## src/logic/mapper_pkg.sv

```systemverilog
package mapper_pkg;
	localparam int          NUM_TERMS      = 7;
	localparam int          PAGE_BITS      = 24;    // Address bits above the 256-byte page offset.
	// Register byte offsets.
	localparam logic [7:0]  OFS_CTRL       = 8'h00;
	localparam logic [7:0]  OFS_MON_BASE   = 8'h04;
	localparam logic [7:0]  OFS_CMD        = 8'h08;
	localparam logic [7:0]  OFS_STATUS     = 8'h0c;
	localparam logic [7:0]  OFS_MASK       = 8'h10;
	localparam logic [7:0]  OFS_ALLOC      = 8'h14;
	localparam logic [7:0]  OFS_TERM_BASE  = 8'h80;  // Term n at 0x80 + 16*n: start, end, attr.
	// Control register fields.
	localparam int          CTRL_MON_BG    = 0;
	localparam int          CTRL_ROM_BRK   = 1;
	localparam int          CTRL_DEF_LSB   = 2;     // Three bits.
	localparam int          CTRL_SLOT0_LSB = 6;     // Two bits.
	localparam int          CTRL_SLOT1_LSB = 8;     // Two bits.
	localparam logic [9:0]  CTRL_RESET     = 10'h000;
	localparam int          CMD_MAP_RESET  = 0;
	// Status and mask bits.
	localparam int          ST_GUARDED     = 0;
	localparam int          ST_ROM_WRITE   = 1;
	localparam int          ST_NO_BLOCK    = 2;
	localparam int          ST_BITS        = 3;
	// Term attribute fields.
	localparam int          ATTR_TYPE_LSB  = 0;     // Three bits.
	localparam int          ATTR_DP        = 3;
	localparam int          ATTR_LOCK      = 4;
	localparam int          ATTR_TCI       = 5;
	localparam logic [2:0]  TYPE_EMPTY     = 3'h0;
	localparam logic [2:0]  TYPE_ERAM      = 3'h1;
	localparam logic [2:0]  TYPE_EROM      = 3'h2;
	localparam logic [2:0]  TYPE_TRAM      = 3'h3;
	localparam logic [2:0]  TYPE_TROM      = 3'h4;
	localparam logic [2:0]  TYPE_GRD       = 3'h5;
	// Default type codes for unmapped space.
	localparam logic [2:0]  DEF_TRAM       = 3'h0;
	localparam logic [2:0]  DEF_TRAM_TCI   = 3'h1;
	localparam logic [2:0]  DEF_TROM       = 3'h2;
	localparam logic [2:0]  DEF_TROM_TCI   = 3'h3;
	localparam logic [2:0]  DEF_GRD        = 3'h4;
	// Slot fitting codes and sizes in 256-byte pages.
	localparam logic [1:0]  SLOT_EMPTY     = 2'h0;
	localparam logic [1:0]  SLOT_256K      = 2'h1;
	localparam logic [1:0]  SLOT_1M        = 2'h2;
	localparam logic [1:0]  SLOT_4M        = 2'h3;
	localparam logic [24:0] PAGES_256K     = 25'h0000400;
	localparam logic [24:0] PAGES_1M       = 25'h0001000;
	localparam logic [24:0] PAGES_4M       = 25'h0004000;
	localparam logic [24:0] PAGES_DP       = 25'h0000010;  // The 4-Kbyte dual-ported block.
	// Block indices.
	localparam logic [2:0]  BLK_DP         = 3'h6;
	localparam logic [2:0]  BLK_NONE       = 3'h7;
endpackage

```

## src/logic/emulation_memory_mapper.sv

```systemverilog
// Our own choices: the address map and the AHB-Lite interface to the registers.
`timescale 1ns/100ps
// Emulation memory mapper: AHB-Lite register slave plus per-cycle memory steering.
module emulation_memory_mapper (
	input  wire logic        hclk,               // Bus and processor clock.
	input  wire logic        hresetn,            // Asynchronous reset, active low.
	input  wire logic        hsel,               // Slave select.
	input  wire logic [31:0] haddr,              // Byte address.
	input  wire logic [1:0]  htrans,             // Transfer type.
	input  wire logic        hwrite,             // Write when high.
	input  wire logic [2:0]  hsize,              // Transfer size, word only.
	input  wire logic [31:0] hwdata,             // Write data.
	input  wire logic        hready,             // Bus ready.
	output logic      [31:0] hrdata,             // Read data.
	output logic             hreadyout,          // Slave ready.
	output logic             hresp,              // Always OKAY.
	output logic             irq,                // Level interrupt.
	input  wire logic        cyc_start,          // Processor address valid, one cycle.
	input  wire logic [31:0] cyc_addr,           // Processor cycle address.
	input  wire logic        cyc_write,          // Processor cycle is a write.
	input  wire logic        xfer_ack_in,        // Target transfer acknowledge.
	input  wire logic        xfer_error_ack_in,  // Target error acknowledge.
	output logic             emul_sel,           // Cycle goes to emulation memory.
	output logic      [2:0]  emul_block,         // Physical block for the cycle.
	output logic             emul_dual_port,     // Block is host reachable directly.
	output logic             target_sel,         // Cycle goes to target memory.
	output logic             cache_inhibit,      // Transfer cache inhibit to processor.
	output logic             cyc_ack,            // Internal termination pulse.
	output logic             cyc_err_ack,        // Error termination pulse.
	output logic             monitor_break,      // Break request pulse.
	output logic             guarded_hit         // Guarded access pulse.
);
	typedef enum logic [3:0] {
		ST_IDLE   = 4'b0001,
		ST_INTERN = 4'b0010,
		ST_LOCKED = 4'b0100,
		ST_TARGET = 4'b1000
	} cyc_state_e;

	cyc_state_e  state_ff;
	cyc_state_e  nxt_state;
	logic [23:0] start_ff [7];
	logic [23:0] end_ff [7];
	logic [5:0]  attr_ff [7];
	logic [9:0]  ctrl_ff;
	logic [31:0] mon_base_ff;
	logic [2:0]  status_ff;
	logic [2:0]  mask_ff;
	logic        wr_pend_ff;
	logic        rd_pend_ff;
	logic [7:0]  addr_ff;
	logic [31:0] hrdata_ff;
	logic        hreadyout_ff;
	logic        irq_ff;
	logic        emul_sel_ff;
	logic [2:0]  emul_block_ff;
	logic        emul_dual_port_ff;
	logic        target_sel_ff;
	logic        cache_inhibit_ff;
	logic        cyc_ack_ff;
	logic        cyc_err_ack_ff;
	logic        monitor_break_ff;
	logic        guarded_hit_ff;
	logic        pend_break_ff;
	logic [2:0]  term_block [7];
	logic [24:0] term_pages [7];
	logic [6:0]  term_fail;
	logic [6:0]  term_emul;
	logic [6:0]  term_dp_req;
	logic [6:0]  term_hit;
	logic [31:0] rdata;

	// Bus phase decode.
	wire         addr_phase = hsel & htrans[1] & hready;
	wire         wr_ctrl    = wr_pend_ff && addr_ff == mapper_pkg::OFS_CTRL;
	wire         wr_base    = wr_pend_ff && addr_ff == mapper_pkg::OFS_MON_BASE;
	wire         wr_cmd     = wr_pend_ff && addr_ff == mapper_pkg::OFS_CMD;
	wire         wr_status  = wr_pend_ff && addr_ff == mapper_pkg::OFS_STATUS;
	wire         wr_mask    = wr_pend_ff && addr_ff == mapper_pkg::OFS_MASK;
	wire         wr_term    = wr_pend_ff && addr_ff[7] && addr_ff[6:4] != 3'h7;
	wire [2:0]   term_idx   = addr_ff[6:4];
	wire         mon_change = wr_ctrl && hwdata[mapper_pkg::CTRL_MON_BG] != ctrl_ff[mapper_pkg::CTRL_MON_BG];
	wire         base_change = wr_base && hwdata != mon_base_ff;
	wire         map_clear  = (wr_cmd && hwdata[mapper_pkg::CMD_MAP_RESET]) || mon_change || base_change;

	// Control fields.
	wire         mon_bg     = ctrl_ff[mapper_pkg::CTRL_MON_BG];
	wire         rom_brk_en = ctrl_ff[mapper_pkg::CTRL_ROM_BRK];
	wire [2:0]   def_type   = ctrl_ff[mapper_pkg::CTRL_DEF_LSB +: 3];

	// Per-term compare: every term is checked at once against the live address.
	genvar gi;
	generate
		for (gi = 0; gi < mapper_pkg::NUM_TERMS; gi++) begin : g_term
			wire [2:0] ttype = attr_ff[gi][mapper_pkg::ATTR_TYPE_LSB +: 3];
			assign term_emul[gi]   = ttype == mapper_pkg::TYPE_ERAM || ttype == mapper_pkg::TYPE_EROM;
			assign term_dp_req[gi] = attr_ff[gi][mapper_pkg::ATTR_DP];
			assign term_pages[gi]  = {1'b0, end_ff[gi]} - {1'b0, start_ff[gi]} + 25'h0000001;
			assign term_hit[gi]    = ttype != mapper_pkg::TYPE_EMPTY && cyc_addr[31:8] >= start_ff[gi]
			                         && cyc_addr[31:8] <= end_ff[gi];
		end
	endgenerate

	// A foreground monitor owns the dual-ported block, so users only get it with the background one.
	mem_block_allocator u_alloc (
		.term_emul   (term_emul),
		.term_dp_req (term_dp_req),
		.term_pages  (term_pages),
		.slot0_size  (ctrl_ff[mapper_pkg::CTRL_SLOT0_LSB +: 2]),
		.slot1_size  (ctrl_ff[mapper_pkg::CTRL_SLOT1_LSB +: 2]),
		.dp_free     (mon_bg),
		.term_block  (term_block),
		.term_fail   (term_fail)
	);

	// Choose the hit term; ranges may overlap, and then the lowest index wins.
	logic [5:0] hit_attr;
	logic [2:0] hit_block;
	logic       any_hit;
	always_comb begin
		hit_attr = 6'h00;
		hit_block = mapper_pkg::BLK_NONE;
		any_hit = 1'b0;
		for (int t = mapper_pkg::NUM_TERMS - 1; t >= 0; t--) begin
			if (term_hit[t]) begin
				hit_attr = attr_ff[t];
				hit_block = term_block[t];
				any_hit = 1'b1;
			end
		end
	end

	// Effective type and attributes; unmapped space falls to the default.
	wire [2:0] hit_type  = hit_attr[mapper_pkg::ATTR_TYPE_LSB +: 3];
	wire       hit_emul  = any_hit && (hit_type == mapper_pkg::TYPE_ERAM || hit_type == mapper_pkg::TYPE_EROM);
	wire       no_block  = hit_emul && hit_block == mapper_pkg::BLK_NONE;
	wire       def_grd   = !any_hit && def_type == mapper_pkg::DEF_GRD;
	wire       def_tci   = !any_hit && (def_type == mapper_pkg::DEF_TRAM_TCI
	                       || def_type == mapper_pkg::DEF_TROM_TCI);
	wire       is_grd    = (any_hit && hit_type == mapper_pkg::TYPE_GRD) || def_grd || no_block;
	wire       is_emul   = hit_emul && !no_block;
	wire       use_lock  = is_emul && hit_attr[mapper_pkg::ATTR_LOCK];
	wire       use_tci   = (any_hit && hit_attr[mapper_pkg::ATTR_TCI]) || def_tci;
	wire       rom_write = is_emul && hit_type == mapper_pkg::TYPE_EROM && cyc_write && rom_brk_en;

	// Cycle sequencing.
	always_comb begin
		nxt_state = state_ff;
		case (state_ff)
			ST_IDLE: begin
				if (cyc_start) begin
					if (is_grd || (is_emul && !use_lock)) begin
						nxt_state = ST_INTERN;
					end else if (use_lock) begin
						nxt_state = ST_LOCKED;
					end else begin
						nxt_state = ST_TARGET;
					end
				end
			end
			ST_INTERN: nxt_state = ST_IDLE;
			ST_LOCKED: begin
				// Without a target answer this waits forever; the target must supply one.
				if (xfer_ack_in || xfer_error_ack_in) begin
					nxt_state = ST_IDLE;
				end
			end
			ST_TARGET: begin
				if (xfer_ack_in || xfer_error_ack_in) begin
					nxt_state = ST_IDLE;
				end
			end
			default: nxt_state = ST_IDLE;
		endcase
	end

	wire cyc_done   = (state_ff == ST_INTERN) || ((state_ff == ST_LOCKED || state_ff == ST_TARGET)
	                  && (xfer_ack_in || xfer_error_ack_in));
	wire start_take = state_ff == ST_IDLE && cyc_start;

	// Steering outputs are latched at address time and held through the cycle.
	always_ff @(posedge hclk or negedge hresetn) begin
		if (!hresetn) begin
			state_ff <= ST_IDLE;
			emul_sel_ff <= 1'b0;
			emul_block_ff <= mapper_pkg::BLK_NONE;
			emul_dual_port_ff <= 1'b0;
			target_sel_ff <= 1'b0;
			cache_inhibit_ff <= 1'b0;
			pend_break_ff <= 1'b0;
		end else begin
			state_ff <= nxt_state;
			if (start_take) begin
				emul_sel_ff <= is_emul;
				emul_block_ff <= is_emul ? hit_block : mapper_pkg::BLK_NONE;
				emul_dual_port_ff <= is_emul && hit_block == mapper_pkg::BLK_DP;
				target_sel_ff <= !is_emul && !is_grd;
				cache_inhibit_ff <= use_tci;
				pend_break_ff <= is_grd || rom_write;
			end else if (cyc_done) begin
				emul_sel_ff <= 1'b0;
				emul_block_ff <= mapper_pkg::BLK_NONE;
				emul_dual_port_ff <= 1'b0;
				target_sel_ff <= 1'b0;
				cache_inhibit_ff <= 1'b0;
				pend_break_ff <= 1'b0;
			end
		end
	end

	// Termination pulses; locked emulation cycles forward the target's own answer.
	wire emul_locked_end = state_ff == ST_LOCKED && (xfer_ack_in || xfer_error_ack_in);
	always_ff @(posedge hclk or negedge hresetn) begin
		if (!hresetn) begin
			cyc_ack_ff <= 1'b0;
			cyc_err_ack_ff <= 1'b0;
			monitor_break_ff <= 1'b0;
			guarded_hit_ff <= 1'b0;
		end else begin
			cyc_ack_ff <= state_ff == ST_INTERN || (emul_locked_end && !xfer_error_ack_in);
			cyc_err_ack_ff <= emul_locked_end && xfer_error_ack_in;
			monitor_break_ff <= cyc_done && pend_break_ff;
			guarded_hit_ff <= state_ff == ST_INTERN && pend_break_ff && !emul_sel_ff;
		end
	end

	// Register file; a map clear wins over a term write in the same cycle.
	always_ff @(posedge hclk or negedge hresetn) begin
		if (!hresetn) begin
			ctrl_ff <= mapper_pkg::CTRL_RESET;
			mon_base_ff <= 32'h00000000;
			mask_ff <= 3'h0;
			for (int t = 0; t < mapper_pkg::NUM_TERMS; t++) begin
				start_ff[t] <= 24'h000000;
				end_ff[t] <= 24'h000000;
				attr_ff[t] <= 6'h00;
			end
		end else begin
			if (wr_ctrl) ctrl_ff <= hwdata[9:0];
			if (wr_base) mon_base_ff <= hwdata;
			if (wr_mask) mask_ff <= hwdata[2:0];
			for (int t = 0; t < mapper_pkg::NUM_TERMS; t++) begin
				if (map_clear) begin
					attr_ff[t] <= 6'h00;
				end else if (wr_term && term_idx == 3'(t)) begin
					if (addr_ff[3:2] == 2'h0) start_ff[t] <= hwdata[31:8];
					if (addr_ff[3:2] == 2'h1) end_ff[t] <= hwdata[31:8];
					if (addr_ff[3:2] == 2'h2) attr_ff[t] <= hwdata[5:0];
				end
			end
		end
	end

	// Sticky events; a new event in the clearing cycle stays set.
	// The ROM-write event is taken at the ending edge, because the select is already gone once the break shows.
	wire [2:0] ev_set = {start_take && no_block, cyc_done && pend_break_ff && emul_sel_ff, guarded_hit_ff};
	always_ff @(posedge hclk or negedge hresetn) begin
		if (!hresetn) begin
			status_ff <= 3'h0;
			irq_ff <= 1'b0;
		end else begin
			status_ff <= (status_ff & ~(wr_status ? hwdata[2:0] : 3'h0)) | ev_set;
			irq_ff <= |(status_ff & mask_ff);
		end
	end

	// Read mux on the latched address; the live bus address may already belong to the next transfer.
	always_comb begin
		rdata = 32'h00000000;
		if (addr_ff[7] && addr_ff[6:4] != 3'h7) begin
			case (addr_ff[3:2])
				2'h0:    rdata = {start_ff[addr_ff[6:4]], 8'h00};
				2'h1:    rdata = {end_ff[addr_ff[6:4]], 8'hff};
				2'h2:    rdata = {23'h000000, term_block[addr_ff[6:4]], attr_ff[addr_ff[6:4]]};
				default: rdata = 32'h00000000;
			endcase
		end else begin
			case (addr_ff[7:0])
				mapper_pkg::OFS_CTRL:     rdata = {22'h000000, ctrl_ff};
				mapper_pkg::OFS_MON_BASE: rdata = mon_base_ff;
				mapper_pkg::OFS_STATUS:   rdata = {29'h00000000, status_ff};
				mapper_pkg::OFS_MASK:     rdata = {29'h00000000, mask_ff};
				mapper_pkg::OFS_ALLOC:    rdata = {25'h0000000, term_fail};
				default:                  rdata = 32'h00000000;
			endcase
		end
	end

	// One wait state on reads keeps a read behind a write from returning stale data.
	always_ff @(posedge hclk or negedge hresetn) begin
		if (!hresetn) begin
			wr_pend_ff <= 1'b0;
			rd_pend_ff <= 1'b0;
			addr_ff <= 8'h00;
			hrdata_ff <= 32'h00000000;
			hreadyout_ff <= 1'b1;
		end else begin
			wr_pend_ff <= addr_phase && hwrite;
			rd_pend_ff <= addr_phase && !hwrite;
			if (addr_phase) addr_ff <= haddr[7:0];
			hreadyout_ff <= !(addr_phase && !hwrite);
			if (rd_pend_ff) hrdata_ff <= rdata;
		end
	end

	assign hrdata         = hrdata_ff;
	assign hreadyout      = hreadyout_ff;
	assign hresp          = 1'b0;
	assign irq            = irq_ff;
	assign emul_sel       = emul_sel_ff;
	assign emul_block     = emul_block_ff;
	assign emul_dual_port = emul_dual_port_ff;
	assign target_sel     = target_sel_ff;
	assign cache_inhibit  = cache_inhibit_ff;
	assign cyc_ack        = cyc_ack_ff;
	assign cyc_err_ack    = cyc_err_ack_ff;
	assign monitor_break  = monitor_break_ff;
	assign guarded_hit    = guarded_hit_ff;
endmodule

```

## src/logic/mem_block_allocator.sv

```systemverilog
`timescale 1ns/100ps
// Assigns physical probe blocks to emulation terms in term order.
module mem_block_allocator (
	input  wire logic [6:0]  term_emul,     // Term is an emulation memory term.
	input  wire logic [6:0]  term_dp_req,   // Term asks for the dual-ported block.
	input  wire logic [24:0] term_pages [7], // Term size in 256-byte pages.
	input  wire logic [1:0]  slot0_size,    // Slot 0 fitting code.
	input  wire logic [1:0]  slot1_size,    // Slot 1 fitting code.
	input  wire logic        dp_free,       // Dual-ported block open for user terms.
	output logic      [2:0]  term_block [7], // Block index per term, none when unplaced.
	output logic      [6:0]  term_fail      // Emulation term found no block.
);
	logic [24:0] blk0_pages;
	logic [24:0] blk1_pages;

	// Slot size in pages for a fitting code.
	function automatic logic [24:0] slot_pages(input logic [1:0] code);
		case (code)
			mapper_pkg::SLOT_256K: slot_pages = mapper_pkg::PAGES_256K;
			mapper_pkg::SLOT_1M:   slot_pages = mapper_pkg::PAGES_1M;
			mapper_pkg::SLOT_4M:   slot_pages = mapper_pkg::PAGES_4M;
			default:               slot_pages = 25'h0000000;
		endcase
	endfunction

	// Slot 0 splits in quarters, slot 1 in halves; an empty slot yields nothing.
	assign blk0_pages = slot_pages(slot0_size) >> 2;
	assign blk1_pages = slot_pages(slot1_size) >> 1;

	// Greedy walk: a block once taken is gone, even if the term uses a sliver of it.
	always_comb begin
		logic [6:0]  used;
		logic [2:0]  best;
		logic [24:0] best_sz;
		logic [24:0] sz;
		used = 7'h00;
		best = mapper_pkg::BLK_NONE;
		best_sz = 25'h1ffffff;
		sz = 25'h0000000;
		term_fail = 7'h00;
		for (int t = 0; t < mapper_pkg::NUM_TERMS; t++) begin
			term_block[t] = mapper_pkg::BLK_NONE;
			best = mapper_pkg::BLK_NONE;
			best_sz = 25'h1ffffff;
			if (term_emul[t]) begin
				if (dp_free && !used[6] && term_pages[t] <= mapper_pkg::PAGES_DP) begin
					term_block[t] = mapper_pkg::BLK_DP;
					used[6] = 1'b1;
				end else if (!term_dp_req[t]) begin
					for (int b = 0; b < 6; b++) begin
						sz = (b < 4) ? blk0_pages : blk1_pages;
						if (!used[b] && sz != 25'h0000000 && sz >= term_pages[t] && sz < best_sz) begin
							best = 3'(b);
							best_sz = sz;
						end
					end
					term_block[t] = best;
					if (best != mapper_pkg::BLK_NONE) begin
						used[best] = 1'b1;
					end
				end
				term_fail[t] = (term_block[t] == mapper_pkg::BLK_NONE);
			end
		end
	end
endmodule

```

## config.mk

```make
export PLATFORM = sky130hd
export DESIGN_NAME = emulation_memory_mapper
export DESIGN_NICKNAME = d
export VERILOG_FILES = /design/src/logic/mapper_pkg.sv /design/src/logic/emulation_memory_mapper.sv /design/src/logic/mem_block_allocator.sv
export SDC_FILE = /design/constraint.sdc
export NUM_CORES = 2
export LEC_CHECK = 0
export CAP_MARGIN = 20
export CORE_MARGIN = 2
export CORE_UTILIZATION = 65
export DETAILED_ROUTE_END_ITERATION = 7
export DONT_BUFFER_PORTS = 1
export MAX_ROUTING_LAYER = met4
export PLACE_DENSITY_LB_ADDON = 0.05
export REMOVE_ABC_BUFFERS = 1
export SYNTH_ARGS = -nofsm -noshare
export SYNTH_HDL_FRONTEND = slang
export SYNTH_SLANG_ARGS = --single-unit
```

## constraint.sdc

```tcl
create_clock -name hclk -period 25.5 [get_ports hclk]
set_input_delay 5.1 -clock hclk [delete_from_list [all_inputs] [get_ports hclk]]
set_output_delay 5.1 -clock hclk [all_outputs]
set_load 0.02 [all_outputs]
```

==> flow_results.org <==
** Critical path
- The critical path contains buffers and inverters numbering 4 combined.
- Slowest-stage cell, CP :: sky130_fd_sc_hd__or4_1
- The worst setup path is captured at a flip-flop.
- In this run the worst path has a maximum fanout of 10.
- STA classifies the critical path startpoint as a flip-flop.
- Data on the critical path is required at its endpoint by 26050 ps.
- Cell type group with the largest total delay on the critical path :: compound AO/OA/AOI/OAI gates
- Instance count on the critical path :: 111
- Worst EP arrival :: ~25000 ps
- Critical path class :: flip-flop to flip-flop
- On the worst path, the slowest cell contributes a delay of between 500 and 600 ps.
- FF-to-FF path depth :: 111
- The most numerous cell type found on the critical path is sky130_fd_sc_hd__ha_1.

** Global routing
- Entering global routing, the biggest net connects 487 pins.
- The first global-routing pass estimated around 260000 microns of wire.
- The via count of the first global-routing pass came to ~44000.
- Global routing usage summed across all routing layers :: 46.6%
- Overflow left after global routing :: 0
- The initial antenna violation count was 5.

** Placed design
- Number of port buffers :: 0
- Once detailed placement completed, the half-perimeter wirelength came to 137000 microns.
- Placement-stage cell area :: approximately 50000 sq um
- Setup slack after placement :: approximately 1200 ps
- Routability-driven placement finished with a final weighted congestion of roughly 1.1.

** Timing
- Timing would allow up to roughly 42 MHz.
- Unrepaired setup endpoints after global routing :: false
- Largest clock skew in the final design :: around 45 ps
- Setup violators final :: 0
- Post-route fraction of the period consumed by the critical path :: around 94%
- The final max-slew violation count came to ~250.
- Worst hold slack :: 507 ps
- Final hold vios :: 0
- Setup slack on the critical path of the routed design comes to roughly 1500 ps.
- Least-Margin Pin Slew :: 1930 ps
- Subtracting the final worst setup slack from the clock period gives 24000 ps.
- Max-Slew Margin vs Limit :: -28.4%
- Setup Total Neg Slack :: 0 ps

** Clocking
- Clock tree from TritonCTS :: done
- The clock net in this run drives a total of between 400 and 500 sinks.
- Number of levels the H-tree was split into :: 2
- Clock latency at the later pin of the worst-skew pair :: 680 ps
- Clock transition at the register clock pins on the worst setup and hold paths after CTS :: approximately 60 ps
- Clock buffers created by TritonCTS :: 56
- In this run the deepest clock path goes through 3 buffers.
- Clock root buffer master :: sky130_fd_sc_hd__clkbuf_16

** Synthesis
- By instance count, the leading cell after synthesis is sky130_fd_sc_hd__ha_1.
- Most instantiated cells after synthesis :: sky130_fd_sc_hd__ha_1 (772), sky130_fd_sc_hd__dfrtp_1 (481), sky130_fd_sc_hd__inv_1 (477)
- In the synthesized netlist the dominant register cell turns out to be sky130_fd_sc_hd__dfrtp_1.
- Number of standard cells after synthesis :: 5333
- Area of the mapped netlist :: ~50000 sq um
- After synthesis, the netlist uses between 100 and 150 different library cells.
- After synthesis, the cell types taking the most area are sky130_fd_sc_hd__dfrtp_1 (25%), sky130_fd_sc_hd__ha_1 (20%), sky130_fd_sc_hd__mux2_2 (9.3%), sky130_fd_sc_hd__inv_1 (3.7%), sky130_fd_sc_hd__a21oi_1 (3.7%).
- Fraction of the yosys area taken by sequential cells :: between 20% and 30%
- Fraction of post-synthesis cell area in the top cell type by area :: between 20 and 25%
- In this run, synthesis inferred 0 flip-flops with an integrated enable.
- Top cell type by total area after synthesis :: sky130_fd_sc_hd__dfrtp_1
- After synthesis the netlist holds a flip-flop and latch count of about 500.
- The Yosys step of the flow raised 0 warnings.
- Averaged over all synthesized cells, the footprint is approximately 9.2 sq um.
- In the synthesized netlist the async set-or-reset flop fraction comes to 100%.

** Final layout
- Compared with the post-synthesis result, the final layout area differs by 6.32%.
- The final layout contains between 6000 and 7000 nets.
- Layout fillers :: ~5800
- Summing all non-filler instances in the final layout gives an area of between 50000 and 60000 sq um.
- Layout cells sized above 1 :: between 10 and 15%

** Outcome
- The run finished, with violations left.
- The final reports fail on DRC, slew limit.

** Floorplanning
- Row generation in the floorplan step produced 100 rows.
- From bottom edge to top edge, the die measures roughly 280 microns.
- The die covers roughly 77000 sq um.
- Die width :: around 280 microns
- # IOs :: around 160
- Core region area :: about 74000 sq um
- Starting density of the core :: between 60% and 70%

** Run
- Max capacitance violation total :: 0

** Routing
- The routed layout has roughly 44000 vias.
- Routed wire per std cell :: about 28 microns
- Avg Vias per Cell :: about 7.0
- Before antenna repair, the detailed router went through 8 iterations.
- Count of antenna-violating nets left after detailed routing :: 0
- In this run, the number of DRC markers left after iteration 0 of detailed routing was 4922.
- After detailed routing, the total wire length is 177000 microns.
- For this run, design rule violations remaining after detail routing come to 7.

** Hold path
- Along the worst hold path, the cell count comes to 1.
- Type of the worst min-delay path :: flip-flop to flip-flop

** Pwr
- Static leakage :: about 24 nW
- Dividing total power by cell area gives a power density of 68.4 nW/um^2.
- Summing internal, switching and leakage power gives 0.00355 W.
- IR analysis of the VDD net gives a maximum drop of ~68 uV.
==> logic make-up (layout without fill, tap and decap cells) <==
| group | Yosys count | count (layout) | share of synthesized area, % |
|---|---|---|---|
| muxes | 596 | 596 | 15.3 |
| DFF | 486 | 486 | 24.9 |
| adders and majority gates | 779 | 779 | 20.0 |
| buffers and inverters | 671 | 652 | 5.23 |
| AOI/OAI and AO/OA | 1330 | 1330 | 18.2 |
| xor gates and xnor gates | 112 | 112 | 2.01 |
| other | 1 | 7 | 0.00767 |
| and+or+nand+nor | 1358 | 1358 | 14.4 |
==> flip-flops by register name, indices dropped and copies added, names as in the netlist, 3 cells and up <==
register and count:
mask_ff 3, addr_ff 8, ctrl_ff 10, emul_block 3
hrdata 32, end_ff 168, status_ff 3, mon_base_ff 32
start_ff 168, state_ff 4, attr_ff 42
==> layer usage <==
metal,wire length [microns],share of wire (%),global-route usage (%),vias up
met1,66100,37,55.1,21600
met4,13800,7.8,30.0,0
met5,0,0,-,-
met2,78600,44,71.1,2302
met3,18100,10,11.4,610
li1,-,-,-,19700
==> power by group <==
part / internal (W) / switching (W)
clock network: 0.000490 / 0.000371
registers: 0.000839 / 0.000104
logic: 0.000688 / 0.00106
==> final timing paths <==
| kind | start | endpoint | slack (ps) |
|---|---|---|---|
| setup / recovery | start_ff[146] | status_ff[2] | 1500 |
| hold / removal | start_ff[23] | start_ff[23] | 510 |
| setup reg to reg | start_ff[146] | status_ff[2] | 1500 |
| hold reg to reg | start_ff[23] | start_ff[23] | 510 |
| max in group asynchronous | hresetn | addr_ff[5] | 19690 |
| min in group asynchronous | hresetn | start_ff[26] | 4120 |
==> cell usage in the layout (no fill, tap or decap), types with 30 or more instances in the layout <==
| cell type | count |
|---|---|
| sky130_fd_sc_hd__o22ai_1 | 62 |
| sky130_fd_sc_hd__a211oi_1 | 43 |
| sky130_fd_sc_hd__o21ai_0 | 246 |
| sky130_fd_sc_hd__dfrtp_1 | 477 |
| sky130_fd_sc_hd__buf_4 | 68 |
| sky130_fd_sc_hd__and2_1 | 30 |
| sky130_fd_sc_hd__a21oi_1 | 355 |
| sky130_fd_sc_hd__ha_1 | 772 |
| sky130_fd_sc_hd__clkbuf_16 | 56 |
| sky130_fd_sc_hd__a22oi_1 | 39 |
| sky130_fd_sc_hd__and3_1 | 37 |
| sky130_fd_sc_hd__inv_1 | 477 |
| sky130_fd_sc_hd__mux2_2 | 402 |
| sky130_fd_sc_hd__a21o_1 | 136 |
| sky130_fd_sc_hd__nor4_1 | 37 |
| sky130_fd_sc_hd__xnor2_1 | 83 |
| sky130_fd_sc_hd__nand4_1 | 106 |
| sky130_fd_sc_hd__nor2_1 | 330 |
| sky130_fd_sc_hd__o21a_1 | 57 |
| sky130_fd_sc_hd__nand3_1 | 95 |
| sky130_fd_sc_hd__a31oi_1 | 47 |
| sky130_fd_sc_hd__nor2b_1 | 92 |
| sky130_fd_sc_hd__nor3_1 | 109 |
| sky130_fd_sc_hd__or3_1 | 35 |
| sky130_fd_sc_hd__mux4_2 | 79 |
| sky130_fd_sc_hd__nand2b_1 | 105 |
| sky130_fd_sc_hd__nand2_1 | 246 |
| sky130_fd_sc_hd__mux2i_1 | 114 |
| sky130_fd_sc_hd__o211ai_1 | 36 |
==> through the flow <==
step	util, %	std cells
final	69.9	6289
after global routing	69.9	6288
after CTS	69.7	6280
after detailed placement	67.1	6177
after global placement	67.1	6176
after floorplan	-	5140
==> what timing repair did <==
item | CTS | global route
hold buffers | 0 | 0
endpoints found under the setup margin | 0 | 12
resized for setup | 0 | 12
buffers inserted | 0 | 1
==> worst reg2reg max path, delay by kind of cell, from the launching register on <==
family,cells,cell delay [ps]
xor gates and xnor gates,1,160
muxes,5,1090
DFF,1,380
adders and majority gates,14,4110
buffers and inverters,4,410
and+or+nand+nor,30,5700
AOI/OAI and AO/OA,57,12040
==> cell type report <==
| type | instances | area (sq um) | share of cell area [%] |
|---|---|---|---|
| Antenna cell | 6 | 15.0 | 0.0289 |
| Clock buffer | 70 | 1530 | 2.95 |
| Clock inverter | 33 | 399 | 0.768 |
| Inverter | 478 | 1790 | 3.45 |
| Multi-Input combinational cell | 4176 | 34300 | 66.0 |
| Sequential cell | 486 | 12200 | 23.4 |
| Tap cell | 969 | 1210 | 2.33 |
| Timing Repair Buffer | 71 | 563 | 1.08 |
Note: power is estimated with default switching activity, not from simulation.
